## src/pd_hotswap_pkg.sv

```systemverilog
package pd_hotswap_pkg;

  localparam int CLK_MHZ = 100;
  // overload deglitch, in microseconds
  localparam int OVL_DEGLITCH_US = 1650;
  localparam int OVL_DEGLITCH_CYC = OVL_DEGLITCH_US * CLK_MHZ;
  // inrush completion delay, in microseconds
  localparam int INRUSH_DELAY_US = 81500;
  localparam int INRUSH_DELAY_CYC = INRUSH_DELAY_US * CLK_MHZ;
  // status outputs become active after power-good release, in microseconds
  localparam int STATUS_DELAY_US = 10;
  localparam int STATUS_DELAY_CYC = STATUS_DELAY_US * CLK_MHZ;
  localparam int CNT_W = 24;

  // source classification inputs
  localparam logic [1:0] ALLOC_LOW = 2'h0;
  localparam logic [1:0] ALLOC_MID = 2'h1;
  localparam logic [1:0] ALLOC_HIGH = 2'h2;
  localparam logic [1:0] ALLOC_HPWR = 2'h3;

  typedef enum logic [1:0] {
    PH_OFF,
    PH_INRUSH,
    PH_RUN,
    PH_HOT
  } phase_t;

  typedef struct packed {
    logic overload;
    logic overTemp;
    logic uvloFall;
    logic uvloRise;
    logic disableLow;
    logic inrushDone;
  } sense_t;

  typedef struct packed {
    logic allocPowerHighN;
    logic allocPowerLowN;
    logic sourceTypeN;
  } code_t;

  typedef struct packed {
    logic passEnable;
    logic inrushLimit;
    logic classRegEnable;
    logic mpsEnable;
  } drive_t;

endpackage

```

## src/pd_hotswap_sequencer.sv

```systemverilog
`timescale 1ns/100ps
module pd_hotswap_sequencer
  import pd_hotswap_pkg::*;
#(
  parameter int OVL_CYCLES = OVL_DEGLITCH_CYC,
  parameter int DELAY_CYCLES = INRUSH_DELAY_CYC,
  parameter int STATUS_CYCLES = STATUS_DELAY_CYC
) (
  input wire logic clk,
  input wire logic resetn,
  input wire pd_hotswap_pkg::sense_t senseRaw,
  input wire logic inrush_delay_select,
  input wire logic sourceIsType34,
  input wire logic [1:0] allocPower,
  output pd_hotswap_pkg::drive_t drive,
  output logic detectSuppress,
  output logic power_good_out,
  output logic power_good_oe,
  output pd_hotswap_pkg::code_t status,
  output logic statusOe
);
  import pd_hotswap_pkg::*;

  // refuse counts below one or that the shared counter width cannot reach
  if (OVL_CYCLES < 1 || DELAY_CYCLES < 1
      || STATUS_CYCLES < 1) begin : g_bad_count
    $error("cycle counts must be at least one");
  end
  if (OVL_CYCLES >= (1 << CNT_W)
      || DELAY_CYCLES >= (1 << CNT_W)) begin : g_bad_width
    $error("cycle count too wide for counter");
  end
  if (STATUS_CYCLES >= (1 << CNT_W)) begin : g_bad_status
    $error("status delay too wide for counter");
  end

  localparam logic [CNT_W-1:0] OVL_MAX = CNT_W'(OVL_CYCLES);
  localparam logic [CNT_W-1:0] DLY_MAX = CNT_W'(DELAY_CYCLES);
  localparam logic [CNT_W-1:0] STA_MAX = CNT_W'(STATUS_CYCLES);

  typedef struct packed {
    sense_t s1;
    sense_t s2;
    sense_t s3;
    logic sel1;
    logic sel2;
    logic sel3;
    sense_t sense;
    logic delayOpen;
    phase_t phase;
    logic skipDelay;
    logic pgReleased;
    logic [CNT_W-1:0] ovlCount;
    logic [CNT_W-1:0] delayCount;
    logic [CNT_W-1:0] statusCount;
    logic statusActive;
    code_t code;
    drive_t drv;
    logic detSup;
  } state_t;

  state_t q;
  state_t next_q;

  function automatic sense_t agree(sense_t held, sense_t a, sense_t b);
    sense_t r;
    r = held;
    for (int i = 0; i < $bits(sense_t); i++) begin
      if (a[i] == b[i])
        r[i] = a[i];
    end
    return r;
  endfunction

  // low-active code of source type and allocated power
  function automatic code_t encode(logic t34, logic [1:0] p);
    code_t c;
    c.sourceTypeN = ~t34;
    c.allocPowerHighN = 1'b1;
    c.allocPowerLowN = 1'b1;
    case (p)
      ALLOC_LOW: begin
      end
      ALLOC_MID: c.allocPowerLowN = 1'b0;
      ALLOC_HIGH: c.allocPowerHighN = 1'b0;
      ALLOC_HPWR: begin
        // granted high-power source: low, low, high
        c.allocPowerHighN = 1'b0;
        c.allocPowerLowN = 1'b0;
        c.sourceTypeN = 1'b1;
      end
      default: begin
      end
    endcase
    return c;
  endfunction

  logic forceOff;
  logic ovlTrip;

  always_comb begin
    next_q = q;
    next_q.s1 = senseRaw;
    next_q.s2 = q.s1;
    next_q.s3 = q.s2;
    next_q.sel1 = inrush_delay_select;
    next_q.sel2 = q.sel1;
    next_q.sel3 = q.sel2;
    next_q.sense = agree(q.sense, q.s2, q.s3);
    if (q.sel2 == q.sel3)
      next_q.delayOpen = q.sel2;

    // disable pin only counts while supply is in range
    forceOff = (q.sense.disableLow && !q.sense.uvloFall)
      || q.sense.overTemp || q.sense.uvloFall;

    if (q.sense.uvloFall || !q.sense.overload)
      next_q.ovlCount = '0;
    else if (q.ovlCount != OVL_MAX)
      next_q.ovlCount = q.ovlCount + 1'b1;
    ovlTrip = q.sense.overload && q.ovlCount == OVL_MAX
      && !q.sense.uvloFall;

    case (q.phase)
      PH_OFF: begin
        next_q.delayCount = '0;
        next_q.skipDelay = 1'b0;
        // rising supply always starts with inrush limit
        if (q.sense.uvloRise && !forceOff) begin
          next_q.phase = PH_INRUSH;
          next_q.pgReleased = 1'b0;
        end
      end
      PH_INRUSH: begin
        if (q.delayCount != DLY_MAX)
          next_q.delayCount = q.delayCount + 1'b1;
        if (q.sense.overTemp)
          next_q.phase = PH_HOT;
        else if (forceOff)
          next_q.phase = PH_OFF;
        else if (q.sense.inrushDone && (q.skipDelay || !q.delayOpen
            || q.delayCount == DLY_MAX)) begin
          next_q.phase = PH_RUN;
          next_q.pgReleased = 1'b1;
        end
      end
      PH_RUN: begin
        if (q.sense.overTemp)
          next_q.phase = PH_HOT;
        else if (forceOff)
          next_q.phase = PH_OFF;
        else if (ovlTrip) begin
          next_q.phase = PH_INRUSH;
          next_q.pgReleased = 1'b0;
          next_q.skipDelay = 1'b1;
        end
      end
      PH_HOT: begin
        if (!q.sense.overTemp) begin
          next_q.phase = PH_INRUSH;
          next_q.pgReleased = 1'b0;
          next_q.delayCount = '0;
          next_q.skipDelay = 1'b0;
        end
      end
      default: next_q.phase = PH_OFF;
    endcase

    // lockout never clears power-good: this branch only fires when it is already clear
    if (q.sense.uvloFall && !q.sense.uvloRise && q.phase == PH_OFF
        && !q.pgReleased)
      next_q.pgReleased = 1'b0;

    if (!q.pgReleased) begin
      next_q.statusCount = '0;
      next_q.statusActive = 1'b0;
    end else if (!q.statusActive) begin
      if (q.statusCount == STA_MAX)
        next_q.statusActive = 1'b1;
      else
        next_q.statusCount = q.statusCount + 1'b1;
    end
    next_q.code = next_q.statusActive
      ? encode(sourceIsType34, allocPower) : 3'h7;

    next_q.drv.passEnable = (next_q.phase == PH_INRUSH
      || next_q.phase == PH_RUN) && !forceOff;
    next_q.drv.inrushLimit = next_q.phase != PH_RUN;
    next_q.drv.classRegEnable = !q.sense.overTemp
      && !q.sense.disableLow;
    next_q.drv.mpsEnable = !q.sense.overTemp
      && next_q.phase == PH_RUN;
    next_q.detSup = q.sense.disableLow && q.phase == PH_OFF;
  end

  always_ff @(posedge clk) begin
    if (!resetn) begin
      q <= '0;
      q.s1.uvloFall <= 1'b1;
      q.s2.uvloFall <= 1'b1;
      q.s3.uvloFall <= 1'b1;
      q.sense.uvloFall <= 1'b1;
      q.drv.inrushLimit <= 1'b1;
      q.code <= 3'h7;
      q.phase <= PH_OFF;
    end else begin
      q <= next_q;
    end
  end

  assign drive = q.drv;
  assign detectSuppress = q.detSup;
  assign power_good_out = 1'b0;
  assign power_good_oe = !q.pgReleased;
  assign status = q.code;
  assign statusOe = q.statusActive;

  a_ovl_trip_pg: assert property (
    @(posedge clk) disable iff (!resetn)
    q.phase == PH_RUN && ovlTrip && !forceOff && !q.sense.overTemp
    |=> power_good_oe && drive.inrushLimit)
    else $error("overload trip did not drop power-good");

  a_ovl_count_clr: assert property (
    @(posedge clk) disable iff (!resetn)
    !q.sense.overload |=> q.ovlCount == '0)
    else $error("deglitch counter not cleared");

  a_hot_all_off: assert property (
    @(posedge clk) disable iff (!resetn)
    q.sense.overTemp |=> !drive.passEnable && !drive.mpsEnable
      && !drive.classRegEnable)
    else $error("over-temperature left a driver on");

  a_hot_exit_inrush: assert property (
    @(posedge clk) disable iff (!resetn)
    q.phase == PH_HOT && !q.sense.overTemp
    |=> q.phase == PH_INRUSH && power_good_oe)
    else $error("over-temperature exit not to inrush");

  a_force_off: assert property (
    @(posedge clk) disable iff (!resetn)
    forceOff |=> !drive.passEnable)
    else $error("switch on while forced off");

  a_inrush_pg_low: assert property (
    @(posedge clk) disable iff (!resetn)
    q.phase == PH_INRUSH |-> power_good_oe)
    else $error("power-good released during inrush");

  a_delay_hold: assert property (
    @(posedge clk) disable iff (!resetn)
    q.phase == PH_INRUSH && q.delayOpen && !q.skipDelay
      && q.delayCount != DLY_MAX |=> power_good_oe)
    else $error("power-good released before inrush delay");

  a_uvlo_keep_pg: assert property (
    @(posedge clk) disable iff (!resetn)
    q.phase == PH_RUN && q.sense.uvloFall && !q.sense.overTemp
    |=> !power_good_oe && !drive.passEnable)
    else $error("lockout changed power-good");

  a_status_late: assert property (
    @(posedge clk) disable iff (!resetn)
    $rose(q.pgReleased) |-> !statusOe)
    else $error("status active before power-good release");

  a_status_due: assert property (
    @(posedge clk) disable iff (!resetn)
    q.pgReleased && !statusOe && q.statusCount == STA_MAX
    |=> statusOe)
    else $error("status outputs not enabled in time");

  a_tied_release: assert property (
    @(posedge clk) disable iff (!resetn)
    q.phase == PH_INRUSH && !forceOff && q.sense.inrushDone
      && !q.delayOpen |=> !drive.inrushLimit && !power_good_oe)
    else $error("tied delay select did not end inrush");

  a_relock_inrush: assert property (
    @(posedge clk) disable iff (!resetn)
    q.phase == PH_OFF && q.sense.uvloRise && !forceOff
    |=> drive.passEnable && drive.inrushLimit && power_good_oe)
    else $error("restart without inrush limit");

  a_idle_detect: assert property (
    @(posedge clk) disable iff (!resetn)
    q.phase == PH_OFF && q.sense.disableLow
    |=> detectSuppress && !drive.passEnable)
    else $error("disable pin ignored while idle");

  a_hpwr_code: assert property (
    @(posedge clk) disable iff (!resetn)
    q.pgReleased && statusOe && allocPower == ALLOC_HPWR
    |=> status == 3'h1)
    else $error("granted high-power code wrong");
endmodule

```

## config.mk

```make
export PLATFORM = sky130hd
export DESIGN_NAME = pd_hotswap_sequencer
export DESIGN_NICKNAME = d
export VERILOG_FILES = /design/src/pd_hotswap_pkg.sv /design/src/pd_hotswap_sequencer.sv
export SDC_FILE = /design/constraint.sdc
export NUM_CORES = 1
export LEC_CHECK = 0
export BUFFER_PORTS_ARGS = -buffer_cell sky130_fd_sc_hd__buf_2
export CAP_MARGIN = 20
export CORE_UTILIZATION = 55
export DETAILED_ROUTE_END_ITERATION = 12
export GPL_TIMING_DRIVEN = 0
export PLACE_DENSITY = 0.73
export RECOVER_POWER = 100
export SLEW_MARGIN = 40
export SYNTH_ARGS = -nofsm -noshare
export SYNTH_HDL_FRONTEND = slang
export SYNTH_SLANG_ARGS = --single-unit
```

## constraint.sdc

```tcl
create_clock -name clk -period 6.4 [get_ports clk]
set_input_delay 1.28 -clock clk [delete_from_list [all_inputs] [get_ports clk]]
set_output_delay 1.28 -clock clk [all_outputs]
set_load 0.005 [all_outputs]
```

## After elaboration in Yosys (flattened, before gate mapping)

Index checks and enable logic that the tools add are counted.

| storage, ports and cells | value |
|---|---|
| register bits | 113 |
| input bits | 12 |
| output and inout bits | 11 |

| operators by class | value |
|---|---|
| add/sub/neg operators | 3 |
| equal/unequal tests | 30 |
| mux-type cells | 25 |
| bitwise gates (word level) | 5 |
| reductions and logical operators | 40 |

Operators with widths:

| operator | number |
|---|---|
| 24-bit by 1-bit adder with 24-bit output, second input constant | 3 |
| 24-bit case mux with 3 select lines | 1 |
| 24-bit 2-to-1 mux | 2 |
| 24-bit by 10-bit equality test with 1-bit output, second input constant | 1 |
| 24-bit by 18-bit equality test with 1-bit output, second input constant | 1 |
| 24-bit by 23-bit equality test with 1-bit output, second input constant | 1 |
| 24-bit by 18-bit != test with 1-bit output, second input constant | 1 |
| 24-bit by 23-bit != test with 1-bit output, second input constant | 1 |
| 2-bit != test, second input constant | 10 |
| 2-bit 2-to-1 mux | 8 |
| 1-bit logical AND | 12 |
| 2-bit equality test, second input constant | 5 |
| 1-bit 2-to-1 mux | 9 |
| 1-bit logical NOT | 8 |
| 4-bit 2-to-1 mux | 2 |
| 2-bit case mux with 4 select lines | 1 |
| 8-bit AND reduction | 1 |
| 2-bit OR reduction | 4 |
| 1-bit equality test | 7 |
| 2-bit by 1-bit equality test with 1-bit output, second input constant | 3 |
| 1-bit logical OR | 6 |
| 2-bit AND reduction | 3 |
| 3-bit nonzero test | 2 |
| 1-bit NOT | 5 |
| other kinds (6) | 6 |

## Depth between registers and ports, before layout

Gate-level depths: netlist of the first run.

| depth | value |
|---|---|
| word-level depth | 11 |
| gate-level depth with buffers | 11 |
| depth with buffers taken out | 10 |

## Least setup slack after synthesis of the first run

OpenSTA, ideal clock, no wires.

| path | value |
|---|---|
| kind | register -> register |
| start point | register q[57] in the netlist's numbering |
| end point | register q (netlist bit drive[3]) |
| library setup time | 0.080 ns |
| arrival | 2.032 ns |
| required time | 6.320 ns |
| path slack | 4.288 ns |
| stages on the path, launching flop included | 10 |
| clock period less this slack | 2.112 ns |
| cells stage by stage | dfxtp_1 > inv_1 > ha_1 > nor4bb_1 > nand4_1 > nor2_1 > nand4_1 > a32o_1 > ha_1 > nor3b_1 |

| between the ends | value |
|---|---|
| longest elaborated chain between the ends | 10 |
| elaborated cells between the ends (all ways) | 11 |

Ends and longest elaborated chain:

| element | RTL line | RTL |
|---|---|---|
| from (decl) | pd_hotswap_sequencer.sv:62 | `state_t q;` |
| from (signal assigned) | pd_hotswap_sequencer.sv:207 | `q <= next_q;` |
| 24-bit by 18-bit equality test with 1-bit output * | pd_hotswap_sequencer.sv:121 | `ovlTrip = q.sense.overload && q.ovlCount == OVL_MAX` |
| 1-bit logical AND * | pd_hotswap_sequencer.sv:121 |  |
| 1-bit logical AND * | pd_hotswap_sequencer.sv:122 | `&& !q.sense.uvloFall;` |
| 4-bit 2-to-1 mux * | pd_hotswap_sequencer.sv:152 | `else if (ovlTrip) begin` |
| 2-bit 2-to-1 mux * | pd_hotswap_sequencer.sv:150 | `else if (forceOff)` |
| 2-bit 2-to-1 mux * | pd_hotswap_sequencer.sv:148 | `if (q.sense.overTemp)` |
| 2-bit case mux with 4 select lines * | pd_hotswap_sequencer.sv:124 | `case (q.phase)` |
| 2-bit by 1-bit equality test with 1-bit output or 2-bit equality test (tied branches) | pd_hotswap_sequencer.sv:186, pd_hotswap_sequencer.sv:187 |  |
| 1-bit logical OR * | pd_hotswap_sequencer.sv:187 | `\|\| next_q.phase == PH_RUN) && !forceOff;` |
| 1-bit logical AND * | pd_hotswap_sequencer.sv:187 |  |

Every way passes the cells marked *; elsewhere a longest branch is shown, timed or not. The select of a mux whose other input is x is not followed.
A chain may end at the register's enable or synchronous reset.

## Final worst setup path of the first run

Ends and elaborated chain as after synthesis.

==> flow_metrics.py, run 1 <==
metrics = {
    "synthesis": {
        "yosys.area_share.simple_pct": 29.3,
        "synth_compound_area_share_pct": 6.70,
        "synth-main-ff-cell": "dfxtp_1",
        "syn_area_per_cell_um2": 8.76,
        "synth_top_family_by_area": "simple AND/OR/NAND/NOR gates",
        "synthAdderAreaFrac_pct": 3.02,
        "yosys.area.top_type_share_pct": 45.5,
        "async_reset_ff_share_pct": 0,
        "synthXorXnorAreaFrac_pct": 10.6,
        "synth_edf_count": 0,
        "synth.cell_area_mm2": 0.00497,
        "yosys_warnings": 0,
        "synth_top_cell_by_area": "dfxtp_1",
        "ys_types": 49,
        "synth_nets": 591,
        "synth.mux.area_fraction_pct": 0.403,
        "syn_inst": 567,
        "synth.area.top_cells": "dfxtp_1 (46%), xnor2_1 (6.5%), nor2_1 (6.1%)",
        "synth.ff_latch_count": 113,
        "synth-seq-area-share_pct": 45.5,
    },
    "final_layout": {
        "fin_area_mm2": 0.00584,
        "area_growth_pct": 17.6,
        "diodes": 0,
        "nets": 631,
        "final_cell_mix": "dfxtp_1 (113), nor2_1 (81), xnor2_1 (37)",
        "layout_commonest_cell": "dfxtp_1",
        "fill_cells": 705,
        "layout-drive-gt1-share_pct": 10.6,
        "finalNonFillerCells": 728,
    },
    "global_route": {
        "overflow": 0,
        "grt_pass1_vias": 3807,
        "grt_pass1_wl_mm": 17.2,
        "grt_use_total_pct": 22.6,
        "antenna_found_initial": 0,
        "grt_max_degree": 17,
    },
    "detailed_routing": {
        "drc": 0,
        "dr_total_vias": 4028,
        "drt-initial-drc-count": 175,
        "first_pass_iters": 4,
        "viasPerCell": 5.53,
        "routedWlPerCell_um": 13.8,
        "ant_nets": 0,
        "wl_mm": 10.0,
    },
    "worst_setup_path": {
        "critical_path_required_ns": 6.80,
        "r2r_start": "q[57]",
        "crit_path_start_kind": "register",
        "path_buf_inv": 1,
        "cp-end-kind": "register",
        "cpLargestDelayFamily": "simple AND/OR/NAND/NOR gates",
        "cp_max_fo": 5,
        "arrival_ns": 3.27,
        "cp.depth": 9,
        "regToRegSetupSlack_ns": 3.54,
        "cpPeakStageDelay_ns": 0.45,
        "path_cells": "inv_1 > ha_1 > nor4bb_1 > nand4_1 > nor2_1 > nand4_1 > a32o_1 > ha_1 > nor3b_1",
        "r2r_end": "drive[3]",
        "cpMaxStageDelayCell": "nor4bb_1",
        "worstSetupPathType": "register to register",
        "r2r_cells": 9,
    },
    "hold_path": {
        "min_to": "next_q[98]",
        "hold_start": "next_q[104]",
        "holdPathStages": 1,
        "hold_class": "register to register",
    },
    "timing": {
        "slew-limit-headroom_pct": 31.6,
        "post-route-min-period_ns": 2.86,
        "fin_crit_sh_pct": 44.7,
        "fin_ws_ns": 3.54,
        "setup_viol_count_final": 0,
        "fmax_mhz": 349,
        "worst_clock_skew_ns": 0.00797,
        "fin_setup_tns_ns": 0,
        "worst_pin_slew_ns": 1.02,
        "hold_viol": 0,
        "final-max-slew-violation-count": 0,
        "rsz0062_at_grt": "no",
    },
    "place": {
        "place_inst": 696,
        "post-place-ws_ns": 3.69,
        "port_buffers": 21,
        "dpl-instance-area_mm2": 0.00521,
        "place_hpwl_mm": 6.74,
        "gp_congestion": 0.826,
    },
    "floorplanning": {
        "die-height_um": 97.0,
        "die_area_mm2": 0.00942,
        "rows": 34,
        "initial_core_util_pct": 57.0,
        "io_pins": 23,
        "core_area_mm2": 0.00872,
        "die_w_um": 97.0,
    },
    "clock_network": {
        "cts_root_buffer": "clkbuf_8",
        "post_cts_resized": 0,
        "cts.sinks": 113,
        "clkSlewWorstSetupHoldPaths_ns": 0.06,
        "cts_setup_buffers": 0,
        "cts_buffers": 17,
        "clockBufferDepth": 2,
        "cts_tree": "done",
        "clk-insertion-delay-late_ns": 0.51,
        "postCtsHoldBufs": 0,
        "htree_levels": 4,
    },
    "run": {
        "drv_cap": 0,
    },
    "power": {
        "ir_drop_uv": 159,
        "powerDensity_mw_per_mm2": 306,
        "power_w": 0.00179,
        "leakage_nw": 1.99,
    },
    "outcome": {
        "status": "finished, final reports clean",
    },
}
==> flip-flops by register name, summed over array words and instances, names as in the netlist <==
name / count
q: 90
next_q: 14
detectSuppress: 1
statusOe: 1
drive: 4
status: 3
==> layer usage <==
layer / GRT usage [%] / part of all wire (%)
met5: 0 / 0
met4: 8.96 / 1.6
met3: 7.15 / 4.5
met2: 36.0 / 47
met1: 28.5 / 47
==> kinds of logic (layout without fill, tap and decap cells) <==
logic type,Yosys count,after routing
AO/OA/AOI/OAI,55,55
XOR/XNOR,60,60
adder cells (fa/ha/maj),12,12
buffers and inverters,49,102
flip-flops,113,113
multiplexers,2,2
other,1,1
AND/OR/NAND/NOR,275,275
==> synthesized netlist by cell type (14+ instances only) <==
cell / instances
xor2_1: 23
nand4_1: 22
dfxtp_1: 113
a21oi_1: 16
nor3_1: 17
and2_1: 20
nor4_1: 14
clkbuf_1: 16
nand2_1: 36
o21ai_0: 20
nor2_1: 81
nand3_1: 31
xnor2_1: 37
inv_1: 21
==> layout make-up <==
cell class	instances	area [um^2]	share of cell area, %
multi-input combinational	405	2460	42.2
inverter	21	78.8	1.35
timing repair buffer	21	104	1.78
tap	108	135	2.31
sequential	113	2260	38.7
clock inverter	11	200	3.43
clock buffer	21	459	7.86
buffer	28	138	2.36
==> metrics by stage <==
stage	hold slack [ns]	utilization, %
after floorplan	0.386	-
after global placement	0.388	59.7
after detailed placement	0.403	59.7
after CTS	0.417	67.3
after global routing	0.440	67.0
final	0.411	67.0
==> power by group <==
| part | total [W] | internal [W] | switching (W) |
|---|---|---|---|
| logic | 0.0000347 | 0.0000135 | 0.0000212 |
| registers | 0.000714 | 0.000711 | 0.00000361 |
| clock network | 0.00104 | 0.000706 | 0.000333 |
==> how the worst max path moves through the flow <==
stage,start,end,slack [ns]
finish,q[57],drive[3],3.54
global route,q[57],drive[3],3.39
CTS,q[57],drive[3],3.60
detailed placement,q[57],drive[3],3.69
global placement,q[57],drive[3],3.65
floorplan,q[57],drive[3],4.29
Power figures use the tool's default switching activity.
==> run 2, diff against run 1 <==
--- a/config.mk
+++ b/config.mk
@@ -10,7 +10,7 @@
 export CORE_UTILIZATION = 55
 export DETAILED_ROUTE_END_ITERATION = 12
 export GPL_TIMING_DRIVEN = 0
-export PLACE_DENSITY = 0.73
+export PLACE_DENSITY = 0.75
 export RECOVER_POWER = 100
 export SLEW_MARGIN = 40
 export SYNTH_ARGS = -nofsm -noshare
==> constraint.sdc (replaced) <==
create_clock -name clk -period 2.6 [get_ports clk]
set_input_delay 0.52 -clock clk [delete_from_list [all_inputs] [get_ports clk]]
set_output_delay 0.52 -clock clk [all_outputs]
set_load 0.005 [all_outputs]
==> run 2 against run 1 <==
Fmax up 15%. Die area unchanged. Critical endpoint unchanged. Highest routed layer unchanged. Worst hold slack worse by 0.23 ns. Wire length up 1.1%.
==> flow_metrics.py, run 2 (synthesized netlist as in run 1, its figures left out) <==
metrics = {
    "clock_network": {
        "cts_buffers": 17,
        "cts_tree": "done",
        "clockBufferDepth": 2,
        "clk-insertion-delay-late_ns": 0.51,
        "postCtsHoldBufs": 0,
        "clkSlewWorstSetupHoldPaths_ns": 0.06,
        "cts_root_buffer": "clkbuf_8",
        "cts.sinks": 113,
        "htree_levels": 4,
    },
    "final_layout": {
        "layout_commonest_cell": "dfxtp_1",
        "layout-drive-gt1-share_pct": 11.9,
        "area_growth_pct": 17.7,
        "largest_reg_flops": 90,
        "final_cell_mix": "dfxtp_1 (113), nor2_1 (80), xnor2_1 (37)",
        "nets": 633,
        "fill_cells": 697,
        "regMostFlops": "q",
        "fin_area_mm2": 0.00585,
        "finalNonFillerCells": 730,
        "diodes": 0,
    },
    "worst_setup_path": {
        "cpPeakStageDelay_ns": 0.35,
        "path_buf_inv": 1,
        "cpLargestDelayFamily": "simple AND/OR/NAND/NOR gates",
        "cpMaxStageDelayCell": "dfxtp_1",
        "critical_path_required_ns": 3.02,
        "path_cells": "inv_1 > ha_1 > nor4bb_4 > nand4_1 > nor2_4 > nand4_1 > a32o_1 > ha_1 > nor3b_2",
        "crit_path_start_kind": "register",
        "cp_max_fo": 5,
        "r2r_start": "q[57]",
        "arrival_ns": 2.90,
        "cp-end-kind": "register",
        "worstSetupPathType": "register to register",
        "critPathLaunch": "q[57]",
    },
    "outcome": {
        "status": "finished, final reports clean",
    },
    "global_route": {
        "grt_use_total_pct": 22.5,
        "antenna_found_initial": 0,
        "grt_pass1_vias": 3780,
        "grt_max_degree": 17,
        "grt_pass1_wl_mm": 17.2,
        "overflow": 0,
    },
    "place": {
        "gp_congestion": 0.815,
        "port_buffers": 21,
        "post-place-ws_ns": -0.197,
        "dpl-instance-area_mm2": 0.00521,
        "place_hpwl_mm": 6.66,
        "place_inst": 696,
    },
    "timing": {
        "rsz0062_at_grt": "no",
        "whs_ns": 0.176,
        "slew-limit-headroom_pct": 29.8,
        "fmax_mhz": 403,
        "fin_crit_sh_pct": 95.4,
        "final-max-slew-violation-count": 0,
        "setup_viol_count_final": 0,
        "fin_ws_ns": 0.119,
        "worst_pin_slew_ns": 1.04,
        "fin_setup_tns_ns": 0,
        "hold_viol": 0,
        "post-route-min-period_ns": 2.48,
        "worst_clock_skew_ns": 0.00854,
    },
    "hold_path": {
        "hold_class": "input pin to register",
        "hold_start": "allocPower[0]",
    },
    "detailed_routing": {
        "dr_total_vias": 4115,
        "drt-initial-drc-count": 159,
        "first_pass_iters": 5,
        "drc": 0,
        "wl_mm": 10.2,
        "routedWlPerCell_um": 13.9,
        "ant_nets": 0,
        "top_layer": "met4",
        "wl_met1_mm": 4.69,
        "routed-wl-met3_um": 467,
        "met2_wirelength_mm": 4.82,
        "viasPerCell": 5.64,
    },
    "floorplanning": {
        "die_w_um": 97.0,
        "die-height_um": 97.0,
        "die_area_mm2": 0.00942,
        "core_area_mm2": 0.00872,
        "io_pins": 23,
        "initial_core_util_pct": 57.0,
        "rows": 34,
    },
    "power": {
        "leakage_nw": 1.98,
        "powerDensity_mw_per_mm2": 712,
        "ir_drop_uv": 572,
    },
    "run": {
        "drv_cap": 0,
    },
}
[run 2: cell count changes in the layout (fill, tap and decap cells not counted), moves of 2 or more]
cell	previous run	this run
bufinv_16	5	3
clkbuf_4	7	9
clkinv_4	2	7
clkbuf_8	4	1
[run 2: cell type report]
cell class	count	area, um^2	share of cell area (%)
Buffer	28	139	2.37
Clock buffer	18	418	7.15
Clock inverter	14	181	3.10
Inverter	21	78.8	1.35
Multi-Input combinational cell	405	2520	43.0
Sequential cell	113	2260	38.7
Tap cell	108	135	2.31
Timing Repair Buffer	23	118	2.01
[run 2: worst paths after layout]
| path | to | depth (start not counted) | slack (ns) |
|---|---|---|---|
| worst max-delay path | drive[3] | 9 | 0.12 |
| worst min-delay path | status[1] | 2 | 0.18 |
| worst max register to register | drive[3] | 9 | 0.12 |
| worst min register to register | next_q[98] | 1 | 0.41 |
[run 2: where the power goes]
| part | internal, W | switching, W |
|---|---|---|
| combinational | 0.0000342 | 0.0000524 |
| sequential | 0.00175 | 0.00000923 |
| clock | 0.00147 | 0.000846 |
| total | 0.00326 | 0.000908 |
[run 2: repair_timing]
item	CTS	global route
setup endpoints to repair	2	1
pin swaps	1	2
gates resized for setup	3	3
buffers inserted	1	1
cloned	0	0
[run 2: per-layer routing]
layer / global-route usage (%) / up-vias
li1: - / 2044
met1: 28.3 / 1936
met2: 37.0 / 115
met3: 4.84 / 20
met4: 9.76 / 0
met5: 0 / -
[run 2: per-stage QoR]
stage | utilization [%] | power, W
finish | 67.1 | 0.00416
floorplan | - | 0.00185
global placement | 59.7 | 0.00188
detailed placement | 59.7 | 0.00188
global route | 67.1 | 0.00428
CTS | 66.8 | 0.00418
